===== config.mk =====
export PLATFORM = sky130hd
export DESIGN_NAME = tsr_core
export DESIGN_NICKNAME = d
export VERILOG_FILES = /design/src/core/tsr_pkg.sv /design/src/core/tsr_core.sv
export SDC_FILE = /design/constraint.sdc
export NUM_CORES = 1
export LEC_CHECK = 0
export ABC_AREA = 1
export BUFFER_PORTS_ARGS = -buffer_cell sky130_fd_sc_hd__clkbuf_2
export CAP_MARGIN = 40
export CORE_ASPECT_RATIO = 0.75
export CORE_MARGIN = 5
export CORE_UTILIZATION = 25
export DETAILED_ROUTE_END_ITERATION = 12
export PLACE_DENSITY = 0.44
export SLEW_MARGIN = 20
export SYNTH_ARGS = -nofsm -noshare
export SYNTH_HDL_FRONTEND = slang
export SYNTH_SLANG_ARGS = --single-unit

===== constraint.sdc =====
create_clock -name MCLK -period 3 [get_ports MCLK]
set_input_delay 0.9 -clock MCLK [delete_from_list [all_inputs] [get_ports MCLK]]
set_output_delay 0.9 -clock MCLK [all_outputs]
set_load 0.05 [all_outputs]

===== src/core/tsr_pkg.sv =====
// Constants, register map and carrier types for the two-wire receive engine.
// Assumes a 200 MHz system clock and an APB master with 32-bit data.
package tsr_pkg;

   // Register byte offsets
   localparam logic [7:0] OFS_CTRL = 8'h00;
   localparam logic [7:0] OFS_STAT = 8'h04;
   localparam logic [7:0] OFS_DATA = 8'h08;
   localparam logic [7:0] OFS_ADDR = 8'h0c;

   // Control register fields
   localparam int CB_IRQ = 7;
   localparam int CB_ACK = 6;
   localparam int CB_STA = 5;
   localparam int CB_STO = 4;
   localparam int CB_WC  = 3;
   localparam int CB_EN  = 2;
   localparam int CB_IE  = 0;

   // Status register fields
   localparam int SB_CODE_LSB = 3;
   localparam int SB_PRE_MSB  = 1;

   // Reset values
   localparam logic [7:0] RST_CTRL = 8'h00;
   localparam logic [7:0] RST_STAT = 8'hf8;
   localparam logic [7:0] RST_DATA = 8'hff;
   localparam logic [7:0] RST_ADDR = 8'hfe;

   // Status codes
   localparam logic [7:0] SC_START   = 8'h08;
   localparam logic [7:0] SC_RSTART  = 8'h10;
   localparam logic [7:0] SC_AW_ACK  = 8'h18;
   localparam logic [7:0] SC_AW_NACK = 8'h20;
   localparam logic [7:0] SC_DT_ACK  = 8'h28;
   localparam logic [7:0] SC_DT_NACK = 8'h30;
   localparam logic [7:0] SC_ARB     = 8'h38;
   localparam logic [7:0] SC_AR_ACK  = 8'h40;
   localparam logic [7:0] SC_AR_NACK = 8'h48;
   localparam logic [7:0] SC_MR_ACK  = 8'h50;
   localparam logic [7:0] SC_MR_NACK = 8'h58;
   localparam logic [7:0] SC_SW_OWN  = 8'h60;
   localparam logic [7:0] SC_SW_ARB  = 8'h68;
   localparam logic [7:0] SC_GC      = 8'h70;
   localparam logic [7:0] SC_GC_ARB  = 8'h78;
   localparam logic [7:0] SC_SD_ACK  = 8'h80;
   localparam logic [7:0] SC_SD_NACK = 8'h88;
   localparam logic [7:0] SC_GD_ACK  = 8'h90;
   localparam logic [7:0] SC_GD_NACK = 8'h98;
   localparam logic [7:0] SC_SR_OWN  = 8'ha8;
   localparam logic [7:0] SC_SR_ARB  = 8'hb0;

   // Bus timing
   localparam int SCL_LOW_NS  = 4700;
   localparam int SCL_HIGH_NS = 4000;
   localparam int CLK_MHZ     = 200;
   localparam logic [9:0] LOW_CYC  = 10'((SCL_LOW_NS * CLK_MHZ + 999) / 1000);
   localparam logic [9:0] HIGH_CYC = 10'((SCL_HIGH_NS * CLK_MHZ + 999) / 1000);

   typedef struct packed {
      logic        psel;
      logic        penable;
      logic        pwrite;
      logic [7:0]  paddr;
      logic [31:0] pwdata;
   } tsr_apb_req_t;

   typedef struct packed {
      logic [31:0] prdata;
      logic        pready;
      logic        pslverr;
   } tsr_apb_rsp_t;

   typedef enum {ST_IDLE, ST_START, ST_BIT, ST_STOP, ST_HOLD} tsr_state_t;

endpackage : tsr_pkg


===== src/core/tsr_core.sv =====
// Two-wire bus master receiver / slave receiver with APB registers.
// Assumes open-drain pads resolved outside; SCL_I and SDA_I are asynchronous.
// Notes on behaviour
// - After START code 0x08, software loads read address, clears flag; address goes out.
// - After repeated START 0x10, read address continues receive, write address transmits.
// - Arbitration lost 0x38: no start releases bus; start retries once bus free.
// - Code 0x40: next byte received, acked per acknowledge enable.
// - Code 0x48: repeated START, STOP, or STOP then START; stop request self-clears.
// - Code 0x50: software reads data; next byte acked per acknowledge enable.
// - Code 0x58: after read, repeated START, STOP or STOP then START.
// - Own-address register upper seven bits hold the slave address answered.
// - Address register bit zero enables answering the general call address.
// - Direction bit zero after match means slave receive, one slave transmit.
// - Own address plus write bit sets the flag and posts a status code.
// - Addressed for write after lost arbitration reports 0x68 own or 0x78 general call.
// - Acknowledge enable cleared mid-transfer gives NACK after the next byte.
// - With acknowledge enable zero the own address is ignored; bus still tracked.
// - In deep sleep with ack enable, address match still acks and wakes.
// - After wake match, SCL held low until software clears the flag.
// - Data register need not hold the last bus byte after wake.
// - Writing one to the flag clears it and starts the selected action.
//
// The address map and the APB interface to the registers are this design's own decisions.
`timescale 1ns/1ps
module tsr_core
   import tsr_pkg::*;
(
   input  wire logic                  MCLK,
   input  wire logic                  RSTN,
   input  wire tsr_pkg::tsr_apb_req_t APB_REQ,
   output      tsr_pkg::tsr_apb_rsp_t APB_RSP,
   input  wire logic                  SCL_I,
   output      logic                  SCL_O,
   output      logic                  SCL_OE,
   input  wire logic                  SDA_I,
   output      logic                  SDA_O,
   output      logic                  SDA_OE,
   input  wire logic                  SLEEP_DEEP,
   output      logic                  WAKE_REQ
);
   import tsr_pkg::*;

   logic [1:0]  scl_sy_q;
   logic [1:0]  sda_sy_q;
   logic        scl_p_q;
   logic        sda_p_q;
   logic        scl;
   logic        sda;
   logic        scl_rise;
   logic        scl_fall;
   logic        start_det;
   logic        stop_det;
   logic        busy_q;
   logic [3:0]  bcnt_q;
   logic [7:0]  sh_q;
   logic        first_q;
   logic        ack_hi_q;
   logic        slot_q;
   logic        byte_end;
   logic [7:0]  ctrl_q;
   logic [7:0]  stat_q;
   logic [7:0]  data_q;
   logic [7:0]  addr_q;
   logic        irq_q;
   logic        irq_clr;
   logic        wr_ok;
   logic        rd_go;
   logic        own_hit;
   logic        gc_hit;
   tsr_state_t  state_q;
   logic [1:0]  ph_q;
   logic [9:0]  tmr_q;
   logic [3:0]  mbit_q;
   logic [7:0]  msh_q;
   logic        mrx_q;
   logic        maddr_q;
   logic        mread_q;
   logic        mown_q;
   logic        mack_q;
   logic        scl_drv_q;
   logic        sda_drv_q;
   logic        arb_q;
   logic        s_addr_q;
   logic        s_gc_q;
   logic        s_tx_q;
   logic        s_ack_q;
   logic        s_nack_q;
   logic        ev_q;
   logic [7:0]  code_q;
   logic        cap_q;
   logic        sto_clr_q;
   logic        wake_q;
   logic        bit_val;
   logic        tmr_zero;

   // Logic reads the second stage and its delayed copy, never the first stage
   always_ff @(posedge MCLK)
   begin
      if (!RSTN)
      begin
         scl_sy_q <= 2'h3;
         sda_sy_q <= 2'h3;
         scl_p_q  <= 1'b1;
         sda_p_q  <= 1'b1;
      end
      else
      begin
         scl_sy_q <= {scl_sy_q[0], SCL_I};
         sda_sy_q <= {sda_sy_q[0], SDA_I};
         scl_p_q  <= scl_sy_q[1];
         sda_p_q  <= sda_sy_q[1];
      end
   end

   assign scl       = scl_sy_q[1];
   assign sda       = sda_sy_q[1];
   assign scl_rise  = scl & ~scl_p_q;
   assign scl_fall  = ~scl & scl_p_q;
   assign start_det = scl & scl_p_q & sda_p_q & ~sda;
   assign stop_det  = scl & scl_p_q & ~sda_p_q & sda;
   assign byte_end  = scl_fall & ack_hi_q;
   assign own_hit   = sh_q[7:1] == addr_q[7:1];
   assign gc_hit    = (sh_q[7:1] == 7'h00) & addr_q[0];
   assign tmr_zero  = tmr_q == 10'h000;

   // Bus monitor: tracks every byte on the wire, ours or not
   always_ff @(posedge MCLK)
   begin
      if (!RSTN)
      begin
         busy_q   <= 1'b0;
         bcnt_q   <= 4'h0;
         sh_q     <= 8'h00;
         first_q  <= 1'b0;
         ack_hi_q <= 1'b0;
         slot_q   <= 1'b0;
      end
      else if (start_det)
      begin
         busy_q   <= 1'b1;
         bcnt_q   <= 4'h0;
         first_q  <= 1'b1;
         ack_hi_q <= 1'b0;
         slot_q   <= 1'b0;
      end
      else if (stop_det)
      begin
         busy_q   <= 1'b0;
         bcnt_q   <= 4'h0;
         first_q  <= 1'b0;
         ack_hi_q <= 1'b0;
         slot_q   <= 1'b0;
      end
      else
      begin
         if (scl_rise && bcnt_q == 4'h8)
         begin
            bcnt_q   <= 4'h0;
            ack_hi_q <= 1'b1;
         end
         else if (scl_rise)
         begin
            sh_q   <= {sh_q[6:0], sda};
            bcnt_q <= bcnt_q + 4'h1;
         end
         if (scl_fall)
         begin
            ack_hi_q <= 1'b0;
            slot_q   <= bcnt_q == 4'h8;
            if (ack_hi_q)
               first_q <= 1'b0;
         end
      end
   end

   // Bit value the master puts on SDA for the current bit
   always_comb
   begin
      if (mbit_q == 4'h8)
         bit_val = mrx_q ? mack_q : 1'b1;
      else
         bit_val = mrx_q ? 1'b1 : msh_q[3'd7 - mbit_q[2:0]];
   end

   // Protocol engine, master and slave
   always_ff @(posedge MCLK)
   begin
      if (!RSTN || !ctrl_q[CB_EN])
      begin
         state_q   <= ST_IDLE;
         ph_q      <= 2'h0;
         tmr_q     <= 10'h000;
         mbit_q    <= 4'h0;
         msh_q     <= 8'h00;
         mrx_q     <= 1'b0;
         maddr_q   <= 1'b0;
         mread_q   <= 1'b0;
         mown_q    <= 1'b0;
         mack_q    <= 1'b1;
         scl_drv_q <= 1'b0;
         sda_drv_q <= 1'b0;
         arb_q     <= 1'b0;
         s_addr_q  <= 1'b0;
         s_gc_q    <= 1'b0;
         s_tx_q    <= 1'b0;
         s_ack_q   <= 1'b0;
         s_nack_q  <= 1'b0;
         ev_q      <= 1'b0;
         code_q    <= RST_STAT;
         cap_q     <= 1'b0;
         sto_clr_q <= 1'b0;
         wake_q    <= 1'b0;
      end
      else
      begin
         ev_q      <= 1'b0;
         cap_q     <= 1'b0;
         sto_clr_q <= 1'b0;
         if (!tmr_zero)
            tmr_q <= tmr_q - 10'h001;
         if (stop_det && state_q != ST_HOLD)
            s_addr_q <= 1'b0;
         // Ack decision latched as the ninth clock's low phase begins
         if (scl_fall && bcnt_q == 4'h8 && state_q == ST_IDLE)
         begin
            if (first_q)
               s_ack_q <= ctrl_q[CB_ACK] & (own_hit | gc_hit);
            else
               s_ack_q <= s_addr_q & ~s_tx_q & ctrl_q[CB_ACK];
         end
         case (state_q)
            ST_IDLE:
            begin
               if (byte_end && first_q && s_ack_q)
               begin
                  s_addr_q  <= 1'b1;
                  s_gc_q    <= gc_hit;
                  s_tx_q    <= sh_q[0];
                  s_nack_q  <= 1'b0;
                  code_q    <= sh_q[0] ? (arb_q ? SC_SR_ARB : SC_SR_OWN)
                             : gc_hit ? (arb_q ? SC_GC_ARB : SC_GC)
                             : (arb_q ? SC_SW_ARB : SC_SW_OWN);
                  wake_q    <= SLEEP_DEEP;
                  ev_q      <= 1'b1;
                  scl_drv_q <= 1'b1;
                  arb_q     <= 1'b0;
                  state_q   <= ST_HOLD;
               end
               else if (byte_end && arb_q)
               begin
                  code_q  <= SC_ARB;
                  ev_q    <= 1'b1;
                  arb_q   <= 1'b0;
                  state_q <= ST_HOLD;
               end
               else if (byte_end && s_addr_q && !s_tx_q && !SLEEP_DEEP)
               begin
                  // No capture in deep sleep, so the data register may be stale
                  cap_q     <= 1'b1;
                  s_nack_q  <= ~s_ack_q;
                  code_q    <= s_gc_q ? (s_ack_q ? SC_GD_ACK : SC_GD_NACK)
                             : (s_ack_q ? SC_SD_ACK : SC_SD_NACK);
                  ev_q      <= 1'b1;
                  scl_drv_q <= 1'b1;
                  state_q   <= ST_HOLD;
               end
               // Own START only from a quiet bus, so an address aimed at us is never missed
               else if (ctrl_q[CB_STA] && !busy_q && !arb_q && !s_addr_q && !irq_q && !ev_q)
               begin
                  tmr_q   <= 10'h000;
                  ph_q    <= 2'h0;
                  state_q <= ST_START;
               end
            end
            ST_HOLD:
            begin
               if (!irq_q && !ev_q)
               begin
                  wake_q <= 1'b0;
                  ph_q   <= 2'h0;
                  tmr_q  <= LOW_CYC;
                  if (mown_q && ctrl_q[CB_STO])
                  begin
                     sda_drv_q <= 1'b1;
                     state_q   <= ST_STOP;
                  end
                  else if (ctrl_q[CB_STA] && (mown_q || !s_addr_q || s_nack_q))
                  begin
                     s_addr_q <= 1'b0;
                     state_q  <= ST_START;
                  end
                  else if (mown_q && (code_q == SC_START || code_q == SC_RSTART || !mread_q))
                  begin
                     msh_q     <= data_q;
                     maddr_q   <= code_q == SC_START || code_q == SC_RSTART;
                     if (code_q == SC_START || code_q == SC_RSTART)
                        mread_q <= data_q[0];
                     mrx_q     <= 1'b0;
                     mbit_q    <= 4'h0;
                     sda_drv_q <= ~data_q[7];
                     state_q   <= ST_BIT;
                  end
                  else if (mown_q)
                  begin
                     mack_q    <= ~ctrl_q[CB_ACK];
                     mrx_q     <= 1'b1;
                     maddr_q   <= 1'b0;
                     mbit_q    <= 4'h0;
                     sda_drv_q <= 1'b0;
                     state_q   <= ST_BIT;
                  end
                  else
                  begin
                     if (s_nack_q)
                        s_addr_q <= 1'b0;
                     scl_drv_q <= 1'b0;
                     state_q   <= ST_IDLE;
                  end
               end
            end
            ST_START:
            begin
               case (ph_q)
                  2'h0:
                  begin
                     sda_drv_q <= 1'b0;
                     if (tmr_zero)
                     begin
                        scl_drv_q <= 1'b0;
                        ph_q      <= 2'h1;
                     end
                  end
                  2'h1:
                  begin
                     // Waits for a free bus unless we already own it
                     if (!(scl && sda && (mown_q || !busy_q)))
                        tmr_q <= HIGH_CYC;
                     else if (tmr_zero)
                     begin
                        sda_drv_q <= 1'b1;
                        tmr_q     <= HIGH_CYC;
                        ph_q      <= 2'h2;
                     end
                  end
                  default:
                  begin
                     if (tmr_zero)
                     begin
                        scl_drv_q <= 1'b1;
                        mown_q    <= 1'b1;
                        code_q    <= mown_q ? SC_RSTART : SC_START;
                        ev_q      <= 1'b1;
                        state_q   <= ST_HOLD;
                     end
                  end
               endcase
            end
            ST_BIT:
            begin
               if (ph_q == 2'h0)
               begin
                  if (tmr_zero)
                  begin
                     scl_drv_q <= 1'b0;
                     tmr_q     <= HIGH_CYC;
                     ph_q      <= 2'h1;
                  end
               end
               else if (!scl)
                  tmr_q <= HIGH_CYC;
               else if (bit_val && !sda && (mrx_q ? mbit_q == 4'h8 : mbit_q != 4'h8))
               begin
                  // Someone else holds SDA low: hand over to the monitor
                  sda_drv_q <= 1'b0;
                  mown_q    <= 1'b0;
                  arb_q     <= 1'b1;
                  state_q   <= ST_IDLE;
               end
               else if (tmr_zero)
               begin
                  scl_drv_q <= 1'b1;
                  tmr_q     <= LOW_CYC;
                  ph_q      <= 2'h0;
                  if (mbit_q == 4'h8)
                  begin
                     sda_drv_q <= 1'b0;
                     ev_q      <= 1'b1;
                     cap_q     <= mrx_q;
                     state_q   <= ST_HOLD;
                     if (mrx_q)
                        code_q <= mack_q ? SC_MR_NACK : SC_MR_ACK;
                     else if (maddr_q)
                        code_q <= mread_q ? (sda ? SC_AR_NACK : SC_AR_ACK)
                                : (sda ? SC_AW_NACK : SC_AW_ACK);
                     else
                        code_q <= sda ? SC_DT_NACK : SC_DT_ACK;
                  end
                  else
                  begin
                     mbit_q    <= mbit_q + 4'h1;
                     sda_drv_q <= (mbit_q == 4'h7) ? ~(mrx_q ? mack_q : 1'b1)
                                : ~(mrx_q ? 1'b1 : msh_q[3'd6 - mbit_q[2:0]]);
                  end
               end
            end
            ST_STOP:
            begin
               if (tmr_zero && ph_q == 2'h0)
               begin
                  scl_drv_q <= 1'b0;
                  tmr_q     <= HIGH_CYC;
                  ph_q      <= 2'h1;
               end
               else if (ph_q == 2'h1 && !scl)
                  tmr_q <= HIGH_CYC;
               else if (tmr_zero && ph_q == 2'h1)
               begin
                  sda_drv_q <= 1'b0;
                  tmr_q     <= LOW_CYC;
                  ph_q      <= 2'h2;
               end
               else if (tmr_zero)
               begin
                  mown_q    <= 1'b0;
                  sto_clr_q <= 1'b1;
                  ph_q      <= 2'h0;
                  state_q   <= ctrl_q[CB_STA] ? ST_START : ST_IDLE;
               end
            end
            default:
               state_q <= ST_IDLE;
         endcase
      end
   end

   // Open-drain pads: outputs are constant low, enables pull the wire
   always_ff @(posedge MCLK)
   begin
      if (!RSTN)
      begin
         SCL_O    <= 1'b0;
         SDA_O    <= 1'b0;
         SCL_OE   <= 1'b0;
         SDA_OE   <= 1'b0;
         WAKE_REQ <= 1'b0;
      end
      else
      begin
         SCL_O    <= 1'b0;
         SDA_O    <= 1'b0;
         SCL_OE   <= scl_drv_q;
         SDA_OE   <= sda_drv_q | (slot_q & s_ack_q & state_q == ST_IDLE);
         WAKE_REQ <= wake_q;
      end
   end

   // APB slave: one wait state, so every answer is registered
   assign rd_go   = APB_REQ.psel & APB_REQ.penable & ~APB_RSP.pready;
   assign wr_ok   = APB_REQ.psel & APB_REQ.penable & APB_RSP.pready & APB_REQ.pwrite;
   assign irq_clr = wr_ok & (APB_REQ.paddr == OFS_CTRL) & APB_REQ.pwdata[CB_IRQ];

   always_ff @(posedge MCLK)
   begin
      if (!RSTN)
         APB_RSP <= '0;
      else
      begin
         APB_RSP.pready  <= rd_go;
         APB_RSP.pslverr <= rd_go & (APB_REQ.paddr != OFS_CTRL) & (APB_REQ.paddr != OFS_STAT)
                            & (APB_REQ.paddr != OFS_DATA) & (APB_REQ.paddr != OFS_ADDR);
         if (rd_go)
         begin
            case (APB_REQ.paddr)
               OFS_CTRL: APB_RSP.prdata <= {24'h000000, irq_q, ctrl_q[6:0]};
               OFS_STAT: APB_RSP.prdata <= {24'h000000, stat_q};
               OFS_DATA: APB_RSP.prdata <= {24'h000000, data_q};
               OFS_ADDR: APB_RSP.prdata <= {24'h000000, addr_q};
               default:  APB_RSP.prdata <= 32'h00000000;
            endcase
         end
      end
   end

   // Flag: a hardware event in the clear cycle wins
   always_ff @(posedge MCLK)
   begin
      if (!RSTN)
         irq_q <= 1'b0;
      else if (ev_q)
         irq_q <= 1'b1;
      else if (irq_clr)
         irq_q <= 1'b0;
   end

   always_ff @(posedge MCLK)
   begin
      if (!RSTN)
      begin
         ctrl_q <= RST_CTRL;
         stat_q <= RST_STAT;
         addr_q <= RST_ADDR;
         data_q <= RST_DATA;
      end
      else
      begin
         if (wr_ok && APB_REQ.paddr == OFS_CTRL)
         begin
            ctrl_q[CB_ACK] <= APB_REQ.pwdata[CB_ACK];
            ctrl_q[CB_STA] <= APB_REQ.pwdata[CB_STA];
            ctrl_q[CB_STO] <= APB_REQ.pwdata[CB_STO];
            ctrl_q[CB_EN]  <= APB_REQ.pwdata[CB_EN];
            ctrl_q[CB_IE]  <= APB_REQ.pwdata[CB_IE];
         end
         else if (sto_clr_q)
            ctrl_q[CB_STO] <= 1'b0;
         if (wr_ok && APB_REQ.paddr == OFS_STAT)
            stat_q[SB_PRE_MSB:0] <= APB_REQ.pwdata[SB_PRE_MSB:0];
         if (ev_q)
            stat_q[7:SB_CODE_LSB] <= code_q[7:SB_CODE_LSB];
         if (wr_ok && APB_REQ.paddr == OFS_ADDR)
            addr_q <= APB_REQ.pwdata[7:0];
         // Loading data while the engine runs is refused and flagged
         if (cap_q)
            data_q <= sh_q;
         else if (wr_ok && APB_REQ.paddr == OFS_DATA && irq_q)
         begin
            data_q       <= APB_REQ.pwdata[7:0];
            ctrl_q[CB_WC] <= 1'b0;
         end
         else if (wr_ok && APB_REQ.paddr == OFS_DATA)
            ctrl_q[CB_WC] <= 1'b1;
      end
   end

endmodule : tsr_core


==> Implementation_results.wiki <==
{| class="wikitable"
! Metric !! Value
|-
| Outcome || complete, no violations
|-
| Leak pwr || 3.43 nW
|-
| Portion of the clock cycle consumed by the worst path in the final layout || 0.845
|-
| Vias after detailed routing || 6,375
|-
| Number of flops mapped to enable cells by yosys || 0
|-
| Top cells by area in the synthesized netlist || sky130_fd_sc_hd__dfxtp_1 35%, sky130_fd_sc_hd__nand2_1 13%, sky130_fd_sc_hd__o21ai_0 6.7%
|-
| Post-Route M1 WL || 11,300 um
|-
| Max Clock Freq || 394 MHz
|-
| Leading area contributor after synthesis || sky130_fd_sc_hd__dfxtp_1
|-
| Netlist Area Pre-Place || 6500 um^2
|-
| Critical path fanouts, max || 11
|-
| Pin count of the biggest net entering global routing || 28
|-
| Clock root buffer || sky130_fd_sc_hd__clkbuf_16
|-
| Number of nets at the end of the flow || 1,086
|-
| WL per Instance || 15.2 um
|-
| TritonRoute pass-1 iters || 5
|-
| Floorplan die width || 196 um
|-
| Unrepaired setup endpoints after global routing || false
|-
| Initial core utilization || 0.252
|-
| Floorplan core area || 25,800 um^2
|-
| Post-CTS setup-driven buffer insertion count || 0
|-
| Clock transition time at the flip-flop clock pins of the worst setup and hold paths || 0.06 ns
|-
| TritonCTS clock tree || built
|-
| CP Class || flop to flop
|-
| Total negative slack for setup checks || 0 ns
|-
| Most frequently used cell type in the post-synthesis netlist || sky130_fd_sc_hd__nand2_1
|-
| GRT Total Usage || 0.145
|-
| Slew Viols, Final || 0
|-
| Final Hold Slack || 0.410 ns
|-
| PwrDens || 519 nW/um^2
|-
| Final antenna-violating net count || 0
|-
| Via density per instance || 4.60
|-
| Routability-driven placement congestion ratio || 0.882
|-
| Area enclosed by the die boundary || 29,400 um^2
|-
| Setup Viol. Count Final || 0
|-
| Worst slew margin relative to its limit || 0.596
|-
| Initial detailed-routing violation count || 598
|-
| Signed area change from the synthesized netlist to the final layout || 17.0%
|-
| Global-route wire length before repair || 33,500 um
|-
| Routed wire length || 21,100 um
|-
| Detailed placer's ending HPWL || 16,200 um
|-
| Worst min-delay path category || flop to flop
|-
| Number of placed I/O pins || 87
|-
| Synth warn || 0
|-
| Worst setup skew after layout || 0.0122 ns
|-
| Data required time at the worst endpoint || 3.30 ns
|-
| Cell Rows || 51
|-
| Share of cells above drive strength 1 || 0.121
|-
| Initial antenna violation count || 0
|-
| Flop and latch count out of synthesis || 114
|-
| Dominant synthesized flop cell || sky130_fd_sc_hd__dfxtp_1
|-
| Worst reg2reg setup slack || 0.46 ns
|-
| Number of clock buffers inserted by TritonCTS || 17
|-
| Quantity of gates resized following cts || 0
|-
| Per-instance average area after synthesis || 6.58 um^2
|-
| Final hold vios || 0
|-
| Seq/Total Area, Yosys || 0.351
|-
| DRC violations left || 0
|-
| Worst setup SP type || flop
|-
| Async S/R FF share, synth || 0
|-
| Arrival time of the worst setup path || 2.83 ns
|-
| Area share of the leading cell type in the synthesized netlist || 0.351
|-
| Count of unique library cells instantiated by Yosys || 43
|-
| Clock sink count || 114
|-
| Area of the multi-input gates || 3520 um^2
|-
| Clock period minus final worst setup slack || 2.54 ns
|-
| Clk Latency, worst-skew pair || 0.42 ns
|-
| Critical Path End Type || flop
|-
| Cell count after synthesis || 988
|-
| Transition time at the pin with the least slew margin || 0.605 ns
|-
| Max-cap check violation count || 0
|-
| CTS Hold Buffers Added || 0
|-
| Met3 routed WL || 1580 um
|-
| Worst IR Drop VDD || 0.347 mV
|-
| Number of H-tree branching levels || 4
|-
| Input/output buffers || 36
|-
| Antenna Cells || 0
|-
| Buffer depth of the longest clock path || 2
|-
| Top cell types by occurrence after synthesis || 230 x sky130_fd_sc_hd__nand2_1, 114 x sky130_fd_sc_hd__dfxtp_1, 111 x sky130_fd_sc_hd__inv_1
|-
| Seq. cell area || 2280 um^2
|-
| # fillers || 2,905
|-
| Highest signal layer in the routed design || met4
|-
| Total global routing overflow || 0
|-
| Die Ht || 150 um
|-
| Met2 routed wirelength || 7980 um
|-
| Number of global-route vias before repair || 5,922
|}
worst paths after layout:
kind,from,cells past startpoint,endpoint
setup / recovery,mbit_q[1]$_SDFFE_PP0P_,13,ph_q[1]$_SDFFE_PP0P_
setup reg to reg,mbit_q[1]$_SDFFE_PP0P_,13,ph_q[1]$_SDFFE_PP0P_
hold / removal,sda_sy_q[0]$_SDFF_PN1_,1,sda_sy_q[1]$_SDFF_PN1_
hold reg to reg,sda_sy_q[0]$_SDFF_PN1_,1,sda_sy_q[1]$_SDFF_PN1_
metal layers:
metal,GRT usage,vias to the layer above
li1,-,3251
met1,0.235,2906
met2,0.191,205
met3,0.0279,13
met4,0.0345,0
met5,0,-
state kept, by name, summed over array words and instances, names as in the netlist, 2 cells and up:
name and cells:
scl_sy_q 2, addr_q 8, mbit_q 4, ph_q 2, msh_q 8, sda_sy_q 2
ctrl_q 6, stat_q 7, code_q 5, data_q 8, sh_q 8, tmr_q 10
bcnt_q 4, state_q 3, APB_RSP 10
cells by family (layout without fill, tap and decap cells):
kind of cell | Yosys count | after routing | share of synthesized area
other | 1 | 26 | 0.000576
adders and majority gates | 9 | 9 | 0.0173
and+or+nand+nor | 480 | 480 | 0.327
DFF | 114 | 114 | 0.351
xor gates and xnor gates | 16 | 16 | 0.0215
buffers and inverters | 174 | 202 | 0.122
AOI/OAI and AO/OA | 194 | 194 | 0.160
metrics by stage:
step / std cells / power (mW) / util / worst slack [ns] / instance area [um^2]
6_report: 1385 / 3.95 / 0.295 / 0.464 / 7610
5_1_grt: 1385 / 4.07 / 0.295 / 0.202 / 7610
4_1_cts: 1385 / 4.00 / 0.295 / 0.461 / 7610
3_5_place_dp: 1354 / 1.74 / 0.270 / 0.487 / 6970
3_3_place_gp: 1354 / 1.74 / 0.270 / 0.552 / 6970
2_1_floorplan: 1013 / 1.72 / - / 0.841 / 6600
placed cells by master, fill, tap and decap left out, types with 5 or more instances in the layout:
cell                          n
sky130_fd_sc_hd__a21oi_1     75
sky130_fd_sc_hd__buf_4       13
sky130_fd_sc_hd__clkbuf_16   17
sky130_fd_sc_hd__clkbuf_2    36
sky130_fd_sc_hd__conb_1      26
sky130_fd_sc_hd__dfxtp_1    114
sky130_fd_sc_hd__ha_1         9
sky130_fd_sc_hd__inv_1      111
sky130_fd_sc_hd__inv_2        8
sky130_fd_sc_hd__nand2_1    230
sky130_fd_sc_hd__nand2_2      8
sky130_fd_sc_hd__nand3_1     77
sky130_fd_sc_hd__nand3_2      5
sky130_fd_sc_hd__nand4_1     18
sky130_fd_sc_hd__nor2_1     102
sky130_fd_sc_hd__nor2_2       8
sky130_fd_sc_hd__nor3_1      12
sky130_fd_sc_hd__o211ai_1    11
sky130_fd_sc_hd__o21ai_0     87
sky130_fd_sc_hd__or2_2        8
sky130_fd_sc_hd__xor2_1      12
report_power, final:
group          internal, mW  switching, mW  leakage [nW]
Clock                  1.46          0.789         0.310
Sequential             1.52         0.0133         0.921
Combinational        0.0329          0.134          2.20
critical path: stages (launching register included):
cell	delay, ns
sky130_fd_sc_hd__dfxtp_1	0.43
sky130_fd_sc_hd__inv_1	0.13
sky130_fd_sc_hd__ha_1	0.21
sky130_fd_sc_hd__nand3_2	0.10
sky130_fd_sc_hd__inv_1	0.06
sky130_fd_sc_hd__ha_1	0.26
sky130_fd_sc_hd__nor3_1	0.30
sky130_fd_sc_hd__nand2_2	0.25
sky130_fd_sc_hd__inv_1	0.21
sky130_fd_sc_hd__nand3_1	0.16
sky130_fd_sc_hd__nand2_1	0.14
sky130_fd_sc_hd__nand2_1	0.06
sky130_fd_sc_hd__nand2_1	0.07
sky130_fd_sc_hd__nor2_1	0.04
final cells by class:
type | instances | share of cell area
multi-input combinational | 725 | 0.463
timing repair buffer | 49 | 0.0365
clock buffer | 20 | 0.0613
inverter | 122 | 0.0601
tap | 344 | 0.0565
clock inverter | 11 | 0.0230
sequential | 114 | 0.300
No activity file was read; power rests on OpenSTA's default activity.
